--- src/common/ffp_pkg.sv ---
// package: register map, field layout and protection decode for the flash fault/protection block
package ffp_pkg;
   // register byte offsets on the bus
   localparam logic [7:0] FFP_OFS_ERR_STAT = 8'h00;
   localparam logic [7:0] FFP_OFS_PROT = 8'h04;
   localparam logic [7:0] FFP_OFS_CFG = 8'h08;
   localparam logic [7:0] FFP_OFS_FLASH_STATUS_REG = 8'h0C;
   // error status fields
   localparam int FFP_SF_BIT = 0;
   localparam int FFP_DF_BIT = 1;
   // config fields
   localparam int FFP_SF_IE_BIT = 0;
   localparam int FFP_DF_IE_BIT = 1;
   localparam int FFP_IGN_SF_BIT = 4;
   // flash status fields
   localparam int FFP_VIOL_BIT = 4;
   // protection fields
   localparam int FFP_POL_BIT = 7;
   localparam int FFP_RNV_BIT = 6;
   localparam int FFP_HDIS_BIT = 5;
   localparam int FFP_HS_LSB = 3;
   localparam int FFP_LDIS_BIT = 2;
   localparam int FFP_LS_LSB = 0;
   // protection value meaning whole program flash protected
   localparam logic [7:0] FFP_PROT_FULL = 8'h7F;
   // program flash address map
   localparam logic [17:0] FFP_LOW_BASE = 18'h38000;
   localparam logic [17:0] FFP_HIGH_END = 18'h3FFFF;
   localparam logic [17:0] FFP_LOW_MIN = 18'h00400;
   localparam logic [17:0] FFP_HIGH_MIN = 18'h00800;
   localparam int FFP_NSEG = 9;
   // bus answers
   localparam logic [1:0] FFP_RESP_OKAY = 2'h0;
   localparam logic [1:0] FFP_RESP_SLVERR = 2'h2;
   // reset-time load phase
   typedef enum logic [1:0] {FFP_LD_WAIT = 2'h1, FFP_LD_DONE = 2'h2} ffp_load_e;

   // first address of each segment with uniform protection
   function automatic logic [17:0] seg_start(input int i);
      logic [17:0] a;
      a = FFP_LOW_BASE;
      case (i)
         1: a = 18'h38400;
         2: a = 18'h38800;
         3: a = 18'h39000;
         4: a = 18'h3A000;
         5: a = 18'h3C000;
         6: a = 18'h3E000;
         7: a = 18'h3F000;
         8: a = 18'h3F800;
         default: a = FFP_LOW_BASE;
      endcase
      return a;
   endfunction : seg_start

   // is this address protected under this protection byte
   function automatic logic addr_protected(input logic [7:0] p, input logic [17:0] a);
      logic [17:0] hi_start;
      logic [17:0] lo_end;
      logic hit;
      hi_start = FFP_HIGH_END - (FFP_HIGH_MIN << p[FFP_HS_LSB +: 2]) + 18'h00001;
      lo_end = FFP_LOW_BASE + (FFP_LOW_MIN << p[FFP_LS_LSB +: 2]) - 18'h00001;
      hit = (!p[FFP_HDIS_BIT] && a >= hi_start) || (!p[FFP_LDIS_BIT] && a <= lo_end);
      return (a >= FFP_LOW_BASE) && (p[FFP_POL_BIT] ? hit : !hit);
   endfunction : addr_protected

   // true when any segment of the block is protected
   function automatic logic any_protected(input logic [7:0] p);
      logic r;
      r = 1'b0;
      for (int i = 0; i < FFP_NSEG; i++)
         r = r | addr_protected(p, seg_start(i));
      return r;
   endfunction : any_protected

   // true when every area protected under old stays protected under new
   function automatic logic prot_grows(input logic [7:0] o, input logic [7:0] n);
      logic r;
      r = 1'b1;
      for (int i = 0; i < FFP_NSEG; i++)
         r = r & (!addr_protected(o, seg_start(i)) | addr_protected(n, seg_start(i)));
      return r;
   endfunction : prot_grows
endpackage : ffp_pkg

--- src/hdl/ffp_pe_gate.sv ---
// program/erase permission check against the protection byte
`timescale 1ns/100ps
module ffp_pe_gate
(
   input wire logic clock,
   input wire logic rst,
   input wire logic [7:0] prot,
   input wire logic blocked,
   input wire logic pe_req,
   input wire logic [17:0] pe_addr,
   input wire logic pe_block_erase,
   output logic pe_accept,
   output logic pe_refuse,
   output logic pe_violation
);
   // combined protection verdict for the pending request
   logic hit;

   // block erase needs the whole block clear, others just the target
   always_comb
   begin
      if (pe_block_erase)
         hit = ffp_pkg::any_protected(prot);
      else
         hit = ffp_pkg::addr_protected(prot, pe_addr);
   end

   // verdict registered one cycle after the request
   always_ff @(posedge clock)
   begin
      if (rst)
      begin
         pe_accept <= 1'b0;
         pe_refuse <= 1'b0;
         pe_violation <= 1'b0;
      end
      else
      begin
         // a pending violation blocks launch without raising a new one
         pe_accept <= pe_req && !blocked && !hit;
         pe_refuse <= pe_req && (blocked || hit);
         pe_violation <= pe_req && !blocked && hit;
      end
   end
endmodule : ffp_pe_gate

--- src/hdl/ffp_top.sv ---
// flash fault flags and program flash protection with an AXI4-Lite register slave
// Overview of operation
// double fault flag on 2-bit error or collision
// double fault flag clears by writing one
// single fault flag unless ignore bit set
// single fault flag clears by writing one
// genuine ECC fault sets only one flag
// collision sets both fault flags together; here only the double fault flag while the ignore bit is set
// protection writes may only enlarge protection
// protection loaded from nonvolatile byte at reset
// load double fault gives full protection
// protected program/erase refused, violation flagged
// block erase refused if any sector protected
// polarity bit seven selects protect or window
// high range disable bit five, ends top
// high size writable only while high disabled
// low range disable bit two, starts bottom
// low size writable only while low disabled
// three control bits decode eight functions
// high sizes two, four, eight, sixteen KB
// low sizes one, two, four, eight KB
// reserved bit six kept erased by software
// software may rewrite protection after load
// fault flag with enable requests interrupt
// violation flag blocks command launch
// invalid scenario writes ignored entirely
// eight-bit registers reached over the bus
`timescale 1ns/100ps
module ffp_top
(
   input wire logic clock,
   input wire logic rst,
   // register bus write address
   input wire logic [7:0] s_axi_awaddr,
   input wire logic s_axi_awvalid,
   output logic s_axi_awready,
   // register bus write data
   input wire logic [31:0] s_axi_wdata,
   input wire logic [3:0] s_axi_wstrb,
   input wire logic s_axi_wvalid,
   output logic s_axi_wready,
   // register bus write response
   output logic [1:0] s_axi_bresp,
   output logic s_axi_bvalid,
   input wire logic s_axi_bready,
   // register bus read address
   input wire logic [7:0] s_axi_araddr,
   input wire logic s_axi_arvalid,
   output logic s_axi_arready,
   // register bus read data
   output logic [31:0] s_axi_rdata,
   output logic [1:0] s_axi_rresp,
   output logic s_axi_rvalid,
   input wire logic s_axi_rready,
   // array read outcome from the ecc path
   input wire logic array_read,
   input wire logic ecc_single,
   input wire logic ecc_double,
   input wire logic read_collision,
   // reset-time protection byte
   input wire logic nv_load_valid,
   input wire logic [7:0] nv_prot_byte,
   input wire logic nv_double_fault,
   // program/erase request from the command sequencer
   input wire logic pe_req,
   input wire logic [17:0] pe_addr,
   input wire logic pe_block_erase,
   output logic pe_accept,
   output logic pe_refuse,
   // status toward the command controller
   output logic launch_blocked,
   output logic double_fault_irq,
   output logic single_fault_irq
);
   // fault flags, bit 1 double, bit 0 single
   logic double_fault_flag;
   logic single_fault_flag;
   // config bits
   logic double_fault_irq_enable;
   logic single_fault_irq_enable;
   logic ignore_single_fault;
   // protection register and its load phase
   logic [7:0] prot_reg;
   ffp_pkg::ffp_load_e load_reg;
   // violation flag and its set pulse from the gate
   logic protection_violation_flag;
   logic viol_set;
   // held write address and data
   logic aw_held;
   logic w_held;
   logic [7:0] aw_addr_reg;
   logic [31:0] wdata_reg;
   logic wstrb0_reg;
   // write decode
   logic wr_go;
   logic wr_byte;
   logic wr_err_stat;
   logic wr_prot;
   logic wr_cfg;
   logic wr_flash_status_reg;
   logic wr_mapped;
   // candidate protection value
   logic [7:0] prot_next;
   // read decode
   logic [31:0] rd_data;
   logic rd_mapped;
   // fault events of this cycle
   logic df_set;
   logic sf_set;

   // permission check for program and erase
   ffp_pe_gate u_pe_gate
   (
      .clock(clock),
      .rst(rst),
      .prot(prot_reg),
      .blocked(protection_violation_flag),
      .pe_req(pe_req),
      .pe_addr(pe_addr),
      .pe_block_erase(pe_block_erase),
      .pe_accept(pe_accept),
      .pe_refuse(pe_refuse),
      .pe_violation(viol_set)
   );

   // fault event decode
   always_comb
   begin
      // collision raises both unless single faults are ignored; ecc double takes priority over single
      df_set = array_read && (ecc_double || read_collision);
      sf_set = array_read && !ignore_single_fault
               && (read_collision || (ecc_single && !ecc_double));
   end

   // write takes place once both address and data are held
   always_comb
   begin
      wr_go = aw_held && w_held && !s_axi_bvalid;
      // registers are one byte wide, so only lane 0 carries data
      wr_byte = wr_go && wstrb0_reg;
      wr_err_stat = wr_byte && aw_addr_reg == ffp_pkg::FFP_OFS_ERR_STAT;
      wr_prot = wr_byte && aw_addr_reg == ffp_pkg::FFP_OFS_PROT;
      wr_cfg = wr_byte && aw_addr_reg == ffp_pkg::FFP_OFS_CFG;
      wr_flash_status_reg = wr_byte && aw_addr_reg == ffp_pkg::FFP_OFS_FLASH_STATUS_REG;
      wr_mapped = aw_addr_reg == ffp_pkg::FFP_OFS_ERR_STAT
                  || aw_addr_reg == ffp_pkg::FFP_OFS_PROT
                  || aw_addr_reg == ffp_pkg::FFP_OFS_CFG
                  || aw_addr_reg == ffp_pkg::FFP_OFS_FLASH_STATUS_REG;
   end

   // candidate protection value built from the written byte
   always_comb
   begin
      prot_next = prot_reg;
      prot_next[ffp_pkg::FFP_POL_BIT] = wdata_reg[ffp_pkg::FFP_POL_BIT];
      prot_next[ffp_pkg::FFP_HDIS_BIT] = wdata_reg[ffp_pkg::FFP_HDIS_BIT];
      prot_next[ffp_pkg::FFP_LDIS_BIT] = wdata_reg[ffp_pkg::FFP_LDIS_BIT];
      // reserved bit keeps its loaded value
      prot_next[ffp_pkg::FFP_RNV_BIT] = prot_reg[ffp_pkg::FFP_RNV_BIT];
      // size fields only move while their range is disabled now
      if (prot_reg[ffp_pkg::FFP_HDIS_BIT])
         prot_next[ffp_pkg::FFP_HS_LSB +: 2] = wdata_reg[ffp_pkg::FFP_HS_LSB +: 2];
      if (prot_reg[ffp_pkg::FFP_LDIS_BIT])
         prot_next[ffp_pkg::FFP_LS_LSB +: 2] = wdata_reg[ffp_pkg::FFP_LS_LSB +: 2];
   end

   // read data mux; unused upper bits read zero
   always_comb
   begin
      rd_data = 32'h00000000;
      rd_mapped = 1'b1;
      unique case (s_axi_araddr)
         ffp_pkg::FFP_OFS_ERR_STAT:
         begin
            rd_data[ffp_pkg::FFP_DF_BIT] = double_fault_flag;
            rd_data[ffp_pkg::FFP_SF_BIT] = single_fault_flag;
         end
         ffp_pkg::FFP_OFS_PROT:
            rd_data[7:0] = prot_reg;
         ffp_pkg::FFP_OFS_CFG:
         begin
            rd_data[ffp_pkg::FFP_DF_IE_BIT] = double_fault_irq_enable;
            rd_data[ffp_pkg::FFP_SF_IE_BIT] = single_fault_irq_enable;
            rd_data[ffp_pkg::FFP_IGN_SF_BIT] = ignore_single_fault;
         end
         ffp_pkg::FFP_OFS_FLASH_STATUS_REG:
            rd_data[ffp_pkg::FFP_VIOL_BIT] = protection_violation_flag;
         default:
            rd_mapped = 1'b0;
      endcase
   end

   // write address channel: hold until the write is done
   always_ff @(posedge clock)
   begin
      if (rst)
      begin
         aw_held <= 1'b0;
         aw_addr_reg <= 8'h00;
         s_axi_awready <= 1'b1;
      end
      else if (s_axi_awvalid && s_axi_awready)
      begin
         aw_held <= 1'b1;
         aw_addr_reg <= s_axi_awaddr;
         s_axi_awready <= 1'b0;
      end
      else if (wr_go)
         aw_held <= 1'b0;
      else if (s_axi_bvalid && s_axi_bready)
         s_axi_awready <= 1'b1;
   end

   // write data channel: taken independently of the address
   always_ff @(posedge clock)
   begin
      if (rst)
      begin
         w_held <= 1'b0;
         wdata_reg <= 32'h00000000;
         wstrb0_reg <= 1'b0;
         s_axi_wready <= 1'b1;
      end
      else if (s_axi_wvalid && s_axi_wready)
      begin
         w_held <= 1'b1;
         wdata_reg <= s_axi_wdata;
         wstrb0_reg <= s_axi_wstrb[0];
         s_axi_wready <= 1'b0;
      end
      else if (wr_go)
         w_held <= 1'b0;
      else if (s_axi_bvalid && s_axi_bready)
         s_axi_wready <= 1'b1;
   end

   // write response one cycle after the write takes place
   always_ff @(posedge clock)
   begin
      if (rst)
      begin
         s_axi_bvalid <= 1'b0;
         s_axi_bresp <= ffp_pkg::FFP_RESP_OKAY;
      end
      else if (wr_go)
      begin
         s_axi_bvalid <= 1'b1;
         s_axi_bresp <= wr_mapped ? ffp_pkg::FFP_RESP_OKAY : ffp_pkg::FFP_RESP_SLVERR;
      end
      else if (s_axi_bready)
         s_axi_bvalid <= 1'b0;
   end

   // read channel: data one cycle after the address is taken
   always_ff @(posedge clock)
   begin
      if (rst)
      begin
         s_axi_arready <= 1'b1;
         s_axi_rvalid <= 1'b0;
         s_axi_rdata <= 32'h00000000;
         s_axi_rresp <= ffp_pkg::FFP_RESP_OKAY;
      end
      else if (s_axi_arvalid && s_axi_arready)
      begin
         s_axi_arready <= 1'b0;
         s_axi_rvalid <= 1'b1;
         s_axi_rdata <= rd_data;
         s_axi_rresp <= rd_mapped ? ffp_pkg::FFP_RESP_OKAY : ffp_pkg::FFP_RESP_SLVERR;
      end
      else if (s_axi_rvalid && s_axi_rready)
      begin
         s_axi_rvalid <= 1'b0;
         s_axi_arready <= 1'b1;
      end
   end

   // double fault flag; a new fault wins over a same-cycle clear
   always_ff @(posedge clock)
   begin
      if (rst)
         double_fault_flag <= 1'b0;
      else if (df_set)
         double_fault_flag <= 1'b1;
      else if (wr_err_stat && wdata_reg[ffp_pkg::FFP_DF_BIT])
         double_fault_flag <= 1'b0;
   end

   // single fault flag; same set-over-clear priority
   always_ff @(posedge clock)
   begin
      if (rst)
         single_fault_flag <= 1'b0;
      else if (sf_set)
         single_fault_flag <= 1'b1;
      else if (wr_err_stat && wdata_reg[ffp_pkg::FFP_SF_BIT])
         single_fault_flag <= 1'b0;
   end

   // config register: interrupt enables and ignore-single-fault
   always_ff @(posedge clock)
   begin
      if (rst)
      begin
         double_fault_irq_enable <= 1'b0;
         single_fault_irq_enable <= 1'b0;
         ignore_single_fault <= 1'b0;
      end
      else if (wr_cfg)
      begin
         double_fault_irq_enable <= wdata_reg[ffp_pkg::FFP_DF_IE_BIT];
         single_fault_irq_enable <= wdata_reg[ffp_pkg::FFP_SF_IE_BIT];
         ignore_single_fault <= wdata_reg[ffp_pkg::FFP_IGN_SF_BIT];
      end
   end

   // interrupt requests follow flag and enable with one flop of delay
   always_ff @(posedge clock)
   begin
      if (rst)
      begin
         double_fault_irq <= 1'b0;
         single_fault_irq <= 1'b0;
      end
      else
      begin
         double_fault_irq <= double_fault_flag && double_fault_irq_enable;
         single_fault_irq <= single_fault_flag && single_fault_irq_enable;
      end
   end

   // violation flag; set by refused program/erase, write one clears
   always_ff @(posedge clock)
   begin
      if (rst)
         protection_violation_flag <= 1'b0;
      else if (viol_set)
         protection_violation_flag <= 1'b1;
      else if (wr_flash_status_reg && wdata_reg[ffp_pkg::FFP_VIOL_BIT])
         protection_violation_flag <= 1'b0;
   end

   // launch block mirrors the violation flag toward the sequencer
   always_ff @(posedge clock)
   begin
      if (rst)
         launch_blocked <= 1'b0;
      else if (viol_set)
         launch_blocked <= 1'b1;
      else if (wr_flash_status_reg && wdata_reg[ffp_pkg::FFP_VIOL_BIT])
         launch_blocked <= 1'b0;
   end

   // protection register: fully protected until the reset-time load
   // lands, so nothing in the program flash can be erased in the window before it
   always_ff @(posedge clock)
   begin
      if (rst)
      begin
         prot_reg <= ffp_pkg::FFP_PROT_FULL;
         load_reg <= ffp_pkg::FFP_LD_WAIT;
      end
      else
      begin
         unique case (load_reg)
            ffp_pkg::FFP_LD_WAIT:
            begin
               if (nv_load_valid)
               begin
                  load_reg <= ffp_pkg::FFP_LD_DONE;
                  // a bad read of the stored byte locks everything
                  if (nv_double_fault)
                     prot_reg <= ffp_pkg::FFP_PROT_FULL;
                  else
                     prot_reg <= nv_prot_byte;
               end
            end
            ffp_pkg::FFP_LD_DONE:
            begin
               // scenario moves that would lose protection are dropped
               if (wr_prot && ffp_pkg::prot_grows(prot_reg, prot_next))
                  prot_reg <= prot_next;
            end
         endcase
      end
   end
endmodule : ffp_top

--- config.mk ---
export PLATFORM = sky130hd
export DESIGN_NAME = ffp_top
export DESIGN_NICKNAME = d
export VERILOG_FILES = /design/src/common/ffp_pkg.sv /design/src/hdl/ffp_pe_gate.sv /design/src/hdl/ffp_top.sv
export SDC_FILE = /design/constraint.sdc
export NUM_CORES = 1
export LEC_CHECK = 0
export ABC_AREA = 1
export BUFFER_PORTS_ARGS = -buffer_cell sky130_fd_sc_hd__buf_2
export CORE_ASPECT_RATIO = 0.9
export CORE_MARGIN = 4
export CORE_UTILIZATION = 34
export CTS_BUF_LIST = sky130_fd_sc_hd__clkbuf_8 sky130_fd_sc_hd__clkbuf_16
export CTS_CLUSTER_SIZE = 8
export DETAILED_ROUTE_END_ITERATION = 10
export GPL_ROUTABILITY_DRIVEN = 0
export REMOVE_ABC_BUFFERS = 1
export SKIP_LAST_GASP = 1
export SLEW_MARGIN = 20
export SYNTH_ARGS = -nofsm -noshare
export SYNTH_HDL_FRONTEND = slang
export SYNTH_SLANG_ARGS = --single-unit
--- constraint.sdc ---
create_clock -name clock -period 2.6 [get_ports clock]
set_input_delay 0.26 -clock clock [delete_from_list [all_inputs] [get_ports clock]]
set_output_delay 0.26 -clock clock [all_outputs]
set_load 0.01 [all_outputs]
-- Word level (Yosys, flattened, before mapping)
Cells that the tools add are included.
- add/sub/neg operators: 8
- order comparisons: 75
- equality and inequality tests: 12
- shifts and indexed selects: 4
- mux-type cells: 88
- bitwise gates (word level): 26
- reduce and logical (&&, ||, !) cells: 207
- operator list (kind ; number):
    $ge A18 B18 Y1 ; 28
    $le A18 B18 Y1 ; 28
    $mux W18 ; 27
    $ge A18 B18 Y1 const B ; 19
    $logic_and A1 B1 Y1 ; 110
    $mux W1 ; 49
    $logic_not A1 Y1 ; 46
    $add A18 B1 Y18 const B ; 2
    $add A18 B18 Y18 const A ; 2
    $shl A11 B2 Y18 const A ; 2
    $shl A12 B2 Y18 const A ; 2
    $sub A18 B1 Y18 const B ; 2
    $sub A18 B18 Y18 const A ; 2
    $logic_or A1 B1 Y1 ; 34
    $eq A8 B4 Y1 const B ; 4
    $mux W8 ; 3
    $reduce_bool A2 Y1 ; 9
    $or A1 B1 Y1 ; 17
    $eq A8 B3 Y1 const B ; 2
    $logic_not A8 Y1 ; 2
    $pmux W8 S2 ; 1
    $mux W2 ; 5
    $reduce_and A2 Y1 ; 5
    $and A1 B1 Y1 ; 8
    other kinds (9) ; 11
- bits in registers: 57
- bits of input ports: 93
- output and inout port bits: 46

-- Longest topological paths before layout
- depth in word-level cells: 22
- depth in mapped cells: 20
- depth with buffers taken out: 20

-- Hierarchy
Synthesis repeated with hierarchy kept, for this count alone.
- cell total of the unflattened synthesis: 529
- area total of the unflattened synthesis: 3503.4 um^2
- by module, submodules not included (module ; instances ; cells each ; area each (um^2) ; seq. area each (um^2)):
    ffp_top ; 1 ; 418 ; 2819.0 ; 1021.0
    ffp_pe_gate ; 1 ; 111 ; 684.4 ; 60.1

-- Worst setup path after synthesis
Ideal clock, no wire load.
- kind: reg-to-reg
- start point: reg prot_reg[1]
- end point: reg u_pe_gate.pe_refuse
- setup time: 0.109 ns
- arrival: 1.919 ns
- setup slack: 0.572 ns
- cell stages (with the launch flop): 19
- path buffers: 0
- clock period less this slack: 2.028 ns
- cell sequence: dfxtp_1 nor2_1 inv_1 ha_1 nand2_4 ha_1 nand2_1 nor2_1 nand4_1 nor3_1 nand3_1 nand2_1 nand2_1 nand2_1 nand2_1 nand3_1 nand3_1 nand2_1 inv_1
- longest elaborated chain between the ends: 20
- elaborated cells on any way between the ends: 74
- those cells by class: add/sub (2); order compare (10); shift (1); mux (11); bitwise (8); reduce/logical (42)
- ends and longest elaborated chain (what ; line ; source):
    start, declared ; ffp_top.sv:83 ; logic [7:0] prot_reg;
    start signal, assigned ; ffp_top.sv:360 ; prot_reg <= ffp_pkg::FFP_PROT_FULL;
    start signal, assigned ; ffp_top.sv:373 ; prot_reg <= ffp_pkg::FFP_PROT_FULL;
    start signal, assigned ; ffp_top.sv:375 ; prot_reg <= nv_prot_byte;
    $shl A11 B2 Y18 * ; ffp_pkg.sv:62 ; lo_end = FFP_LOW_BASE + (FFP_LOW_MIN << p[FFP_LS_LSB +: 2]) - 18'h00001;
    $add A18 B18 Y18 * ; ffp_pkg.sv:62 ;
    $sub A18 B1 Y18 * ; ffp_pkg.sv:62 ;
    $le A18 B18 Y1 ; ffp_pkg.sv:63 ; hit = (!p[FFP_HDIS_BIT] && a >= hi_start) || (!p[FFP_LDIS_BIT] && a <= lo_end);
    $logic_and A1 B1 Y1 ; ffp_pkg.sv:63 ;
    $logic_or A1 B1 Y1 ; ffp_pkg.sv:63 ;
    $logic_not A1 Y1 ; ffp_pkg.sv:64 ; return (a >= FFP_LOW_BASE) && (p[FFP_POL_BIT] ? hit : !hit);
    $mux W1 ; ffp_pkg.sv:64 ;
    $logic_and A1 B1 Y1 ; ffp_pkg.sv:64 ;
    $or A1 B1 Y1 (8 in series) ; ffp_pkg.sv:72 ; r = r | addr_protected(p, seg_start(i));
    $mux W1 * ; ffp_pe_gate.sv:22 ; if (pe_block_erase)
    $logic_or A1 B1 Y1 * ; ffp_pe_gate.sv:41 ; pe_refuse <= pe_req && (blocked || hit);
    $logic_and A1 B1 Y1 * ; ffp_pe_gate.sv:41 ;
    end signal, assigned ; ffp_pe_gate.sv:41 ;
    end, declared ; ffp_pe_gate.sv:13 ; output logic pe_refuse,
Mark *: on every way between the ends. The rest lies on a longest branch, timed or not.
A chain may end at the register's enable or synchronous reset.

-- Worst setup path in the final report
- start point: reg prot_reg[0]
- end point: reg u_pe_gate.pe_refuse
The elaborated chain is that of the path after synthesis.

==> flow_summary.rst <==
.. list-table::
   :header-rows: 1

   * - Metric
     - Value
   * - Status
     - finished, final reports clean
   * - Post-layout min period
     - 2374 ps
   * - Effective utilization at floorplan
     - 35.62%
   * - Worst Max-Slew Pin Slew
     - 541.4 ps
   * - Setup_tns
     - 0 ps
   * - Ant diodes
     - 0
   * - Commonest non-fill, non-tap cells in the layout
     - nand2_1 (96), buf_2 (84), nor2_1 (62)
   * - Clk_skew
     - 2.964 ps
   * - Post-layout util
     - 41.45%
   * - Final count of pins violating max slew
     - 0
   * - Number of instances resized during post-cts repair
     - 0
   * - Commonest non-fill, non-tap cell in the layout
     - nand2_1
   * - Data required time at the worst endpoint
     - 2810 ps
   * - Max frequency
     - 0.4211 GHz
   * - Remaining global-route overflow
     - 0
   * - Clock-pin slew of the registers on the worst-case setup and hold paths
     - 90 ps
   * - Critical path class
     - reg -> reg
   * - Leading register cell type out of synthesis
     - dfxtp_1
   * - Placeable core area
     - 8768 um2
   * - GRT Resource Usage Total
     - 14.97%
   * - Standard-cell row count
     - 32
   * - Leakage
     - 1.823 nW
   * - Critical Path Source Type
     - flop
   * - Number of H-tree levels
     - 2
   * - TritonCTS clock tree
     - built
   * - Final standard cell area without fillers
     - 3635 um2
   * - Part of the total power dissipated in sequential elements
     - 50.7%
   * - DRC violation count after routing
     - 0
   * - Clock Sinks
     - 54
   * - Endpoints failing hold
     - 0
   * - Adder-cell share of the synthesized area
     - 4.808%
   * - I/O pin cnt
     - 139
   * - Height of the die
     - 98.92 um
   * - Post-CTS setup-driven buffer insertion count
     - 0
   * - Hold Buf Count CTS
     - 0
   * - Reg-to-reg setup timing slack
     - 230 ps
   * - Pwr per Cell Area
     - 522.5 nW/um2
   * - Total via count after detailed routing
     - 3022
   * - Antenna-violating nets left
     - 0
   * - Class of the most critical hold timing path
     - in -> reg
   * - Post-detailed-placement cell area
     - 3558 um2
   * - Mapped Avg Cell Area
     - 6.834 um2
   * - Multiplexer share of the synthesized area
     - 0%
   * - Iteration count of the initial detailed-routing pass
     - 4
   * - Synth Area in Compound Gates
     - 15.83%
   * - Width of the chip
     - 109.0 um
   * - Internal cell power
     - 1.261 mW
   * - # fillers
     - 950
   * - Clock latency of the later-clocked register in the worst-skew pair
     - 300 ps
   * - Number of DRC violations after detailed-routing iteration 0
     - 174
   * - Share of final-layout standard cells stronger than drive strength 1
     - 21.11%
   * - Number of synthesis warnings
     - 0
   * - Critical path fanouts, max
     - 6
   * - Number of synthesized flops with an enable pin
     - 0
   * - Endpoint kind of the worst setup timing path
     - flop
   * - Sequential cell area fraction in the yosys report
     - 34.62%
   * - Mapped cell area
     - 3123 um2
   * - Final hold slack
     - 209.1 ps
   * - Global-route wire length before repair
     - 13000 um
   * - Area growth from synthesis to final layout
     - 16.39%
   * - Setup slack of the critical path after layout
     - 225.5 ps
   * - Async set-reset flop share out of synthesis
     - 0%
   * - Post-placement worst setup slack
     - 269.1 ps
   * - Post-synthesis xor/xnor area fraction
     - 1.643%
   * - Worst IR drop on VDD
     - 259.7 uV
   * - Number of buffers on the longest clock path
     - 2
   * - Relative contribution of the clock network to total power
     - 22.9%
   * - Unrepaired setup endpoints after global routing
     - false
   * - Number of nets in the layout
     - 645
   * - Detailed Place HPWL
     - 6551 um
   * - Maxcap violations
     - 0
   * - Portion of total power attributed to combinational logic
     - 26.4%
   * - Switching power
     - 0.6379 mW
   * - Worst slew margin relative to its limit
     - 63.86%
   * - Total power
     - 1.899 mW
   * - Total routed wirelength
     - 8126 um
   * - Post-detailed-route via-to-cell ratio
     - 4.586
   * - Via count of the first global-routing pass
     - 2861
   * - Cell variety after synth
     - 41
   * - Maximum number of pins on one net before global-route repair
     - 35
   * - Arrival time at the worst endpoint
     - 2580 ps
   * - Library cell used as clock root buffer
     - clkbuf_8
   * - Main combinational cell family by area after synthesis
     - simple AND/OR/NAND/NOR gates
   * - Area enclosed by the die boundary
     - 10780 um2
   * - Endpoints failing setup
     - 0
   * - Placed Cells
     - 652
   * - Share of the clock period used by the worst path after layout
     - 91.33%
   * - Port Buffers
     - 84
   * - Gate count after technology mapping
     - 457
   * - Average wire per standard cell
     - 12.33 um
   * - Number of non-filler instances in the completed layout
     - 659
   * - Switching part of the total
     - 33.59%
   * - Post-Synth Simple-Gate Area
     - 29.49%
   * - TritonCTS Buffers
     - 5
   * - Post-synthesis register bit count
     - 54
   * - Number of antenna violations at the first check in global routing
     - 0
-- path summary, 6_finish.rpt --
kind / startpoint / end / cells after the start
min: s_axi_awaddr[1] / aw_addr_reg[1] / 3
min reg2reg: single_fault_irq_enable / single_fault_irq / 2
max: prot_reg[0] / u_pe_gate.pe_refuse / 18
max reg2reg: prot_reg[0] / u_pe_gate.pe_refuse / 18
-- power by group through the flow --
stage	Combinational (mW)	Clock [mW]	Sequential [mW]
3_3_place_gp	0.487	0	0.978
4_1_cts	0.499	0.448	0.963
6_report	0.501	0.435	0.963
3_5_place_dp	0.497	0	0.981
5_1_grt	0.575	0.489	0.973
2_1_floorplan	0.338	0	0.970
-- worst max-delay path: stages (launching register included) --
cell     delay [ps]
dfxtp_1         430
nor2_1          110
inv_1            70
ha_1            190
nand2_4          80
ha_1            280
nand2_1          50
nor2_1          150
nand4_1         120
nor3_1          160
nand3_1          90
nand2_1          70
nand2_1          60
nand2_1          60
nand2_1          40
nand3_1         110
nand3_1         110
nand2_1          90
inv_1            30
-- per-layer routing --
layer / global-route usage, % / up-vias / part of all wire, %
met5: 0 / - / 0
met4: 3.301 / 0 / 0.49
met3: 3.929 / 4 / 7.7
met2: 23.42 / 93 / 44
met1: 20.62 / 1331 / 48
li1: - / 1594 / -
-- cell families (layout without fill, tap and decap cells) --
group,count (synthesis),count (layout)
compound gates,90,90
flops,54,54
simple gates,212,212
buf+inv,83,136
xor+xnor,5,5
other cells,1,31
fa+ha+maj,12,12
-- cell type report --
type	count	area [um2]	area share, %
repair buffers	85	427.9	11.77
clock buffers	5	68.82	1.893
clock inverters	2	7.507	0.2065
well taps	119	148.9	4.096
multi-input cells	350	1733	47.68
flip-flops and latches	54	1081	29.74
inverters	44	167.7	4.613
-- cells in the mapped netlist (2+ instances only) --
| library cell | count | share of area, % |
|---|---|---|
| o21a_1 | 2 | 0.48 |
| o211ai_1 | 2 | 0.48 |
| nand3_1 | 26 | 4.2 |
| dfxtp_1 | 54 | 35 |
| a21oi_1 | 32 | 5.1 |
| xor2_1 | 3 | 0.84 |
| a31oi_1 | 2 | 0.40 |
| nor2_2 | 3 | 0.60 |
| ha_1 | 12 | 4.8 |
| nand3b_1 | 3 | 0.72 |
| inv_1 | 36 | 4.3 |
| nand2_1 | 96 | 12 |
| buf_4 | 26 | 6.3 |
| nor2_1 | 62 | 7.5 |
| nand2_4 | 2 | 0.72 |
| inv_2 | 6 | 0.72 |
| o21ai_1 | 2 | 0.32 |
| clkbuf_1 | 10 | 1.2 |
| o21ai_2 | 3 | 0.84 |
| buf_2 | 2 | 0.32 |
| nand4_1 | 5 | 1.0 |
| nor3_1 | 5 | 0.80 |
| nor3_2 | 2 | 0.64 |
| o21ai_0 | 42 | 6.7 |
| nand2_2 | 3 | 0.60 |
(Power assumes the default switching activity.)
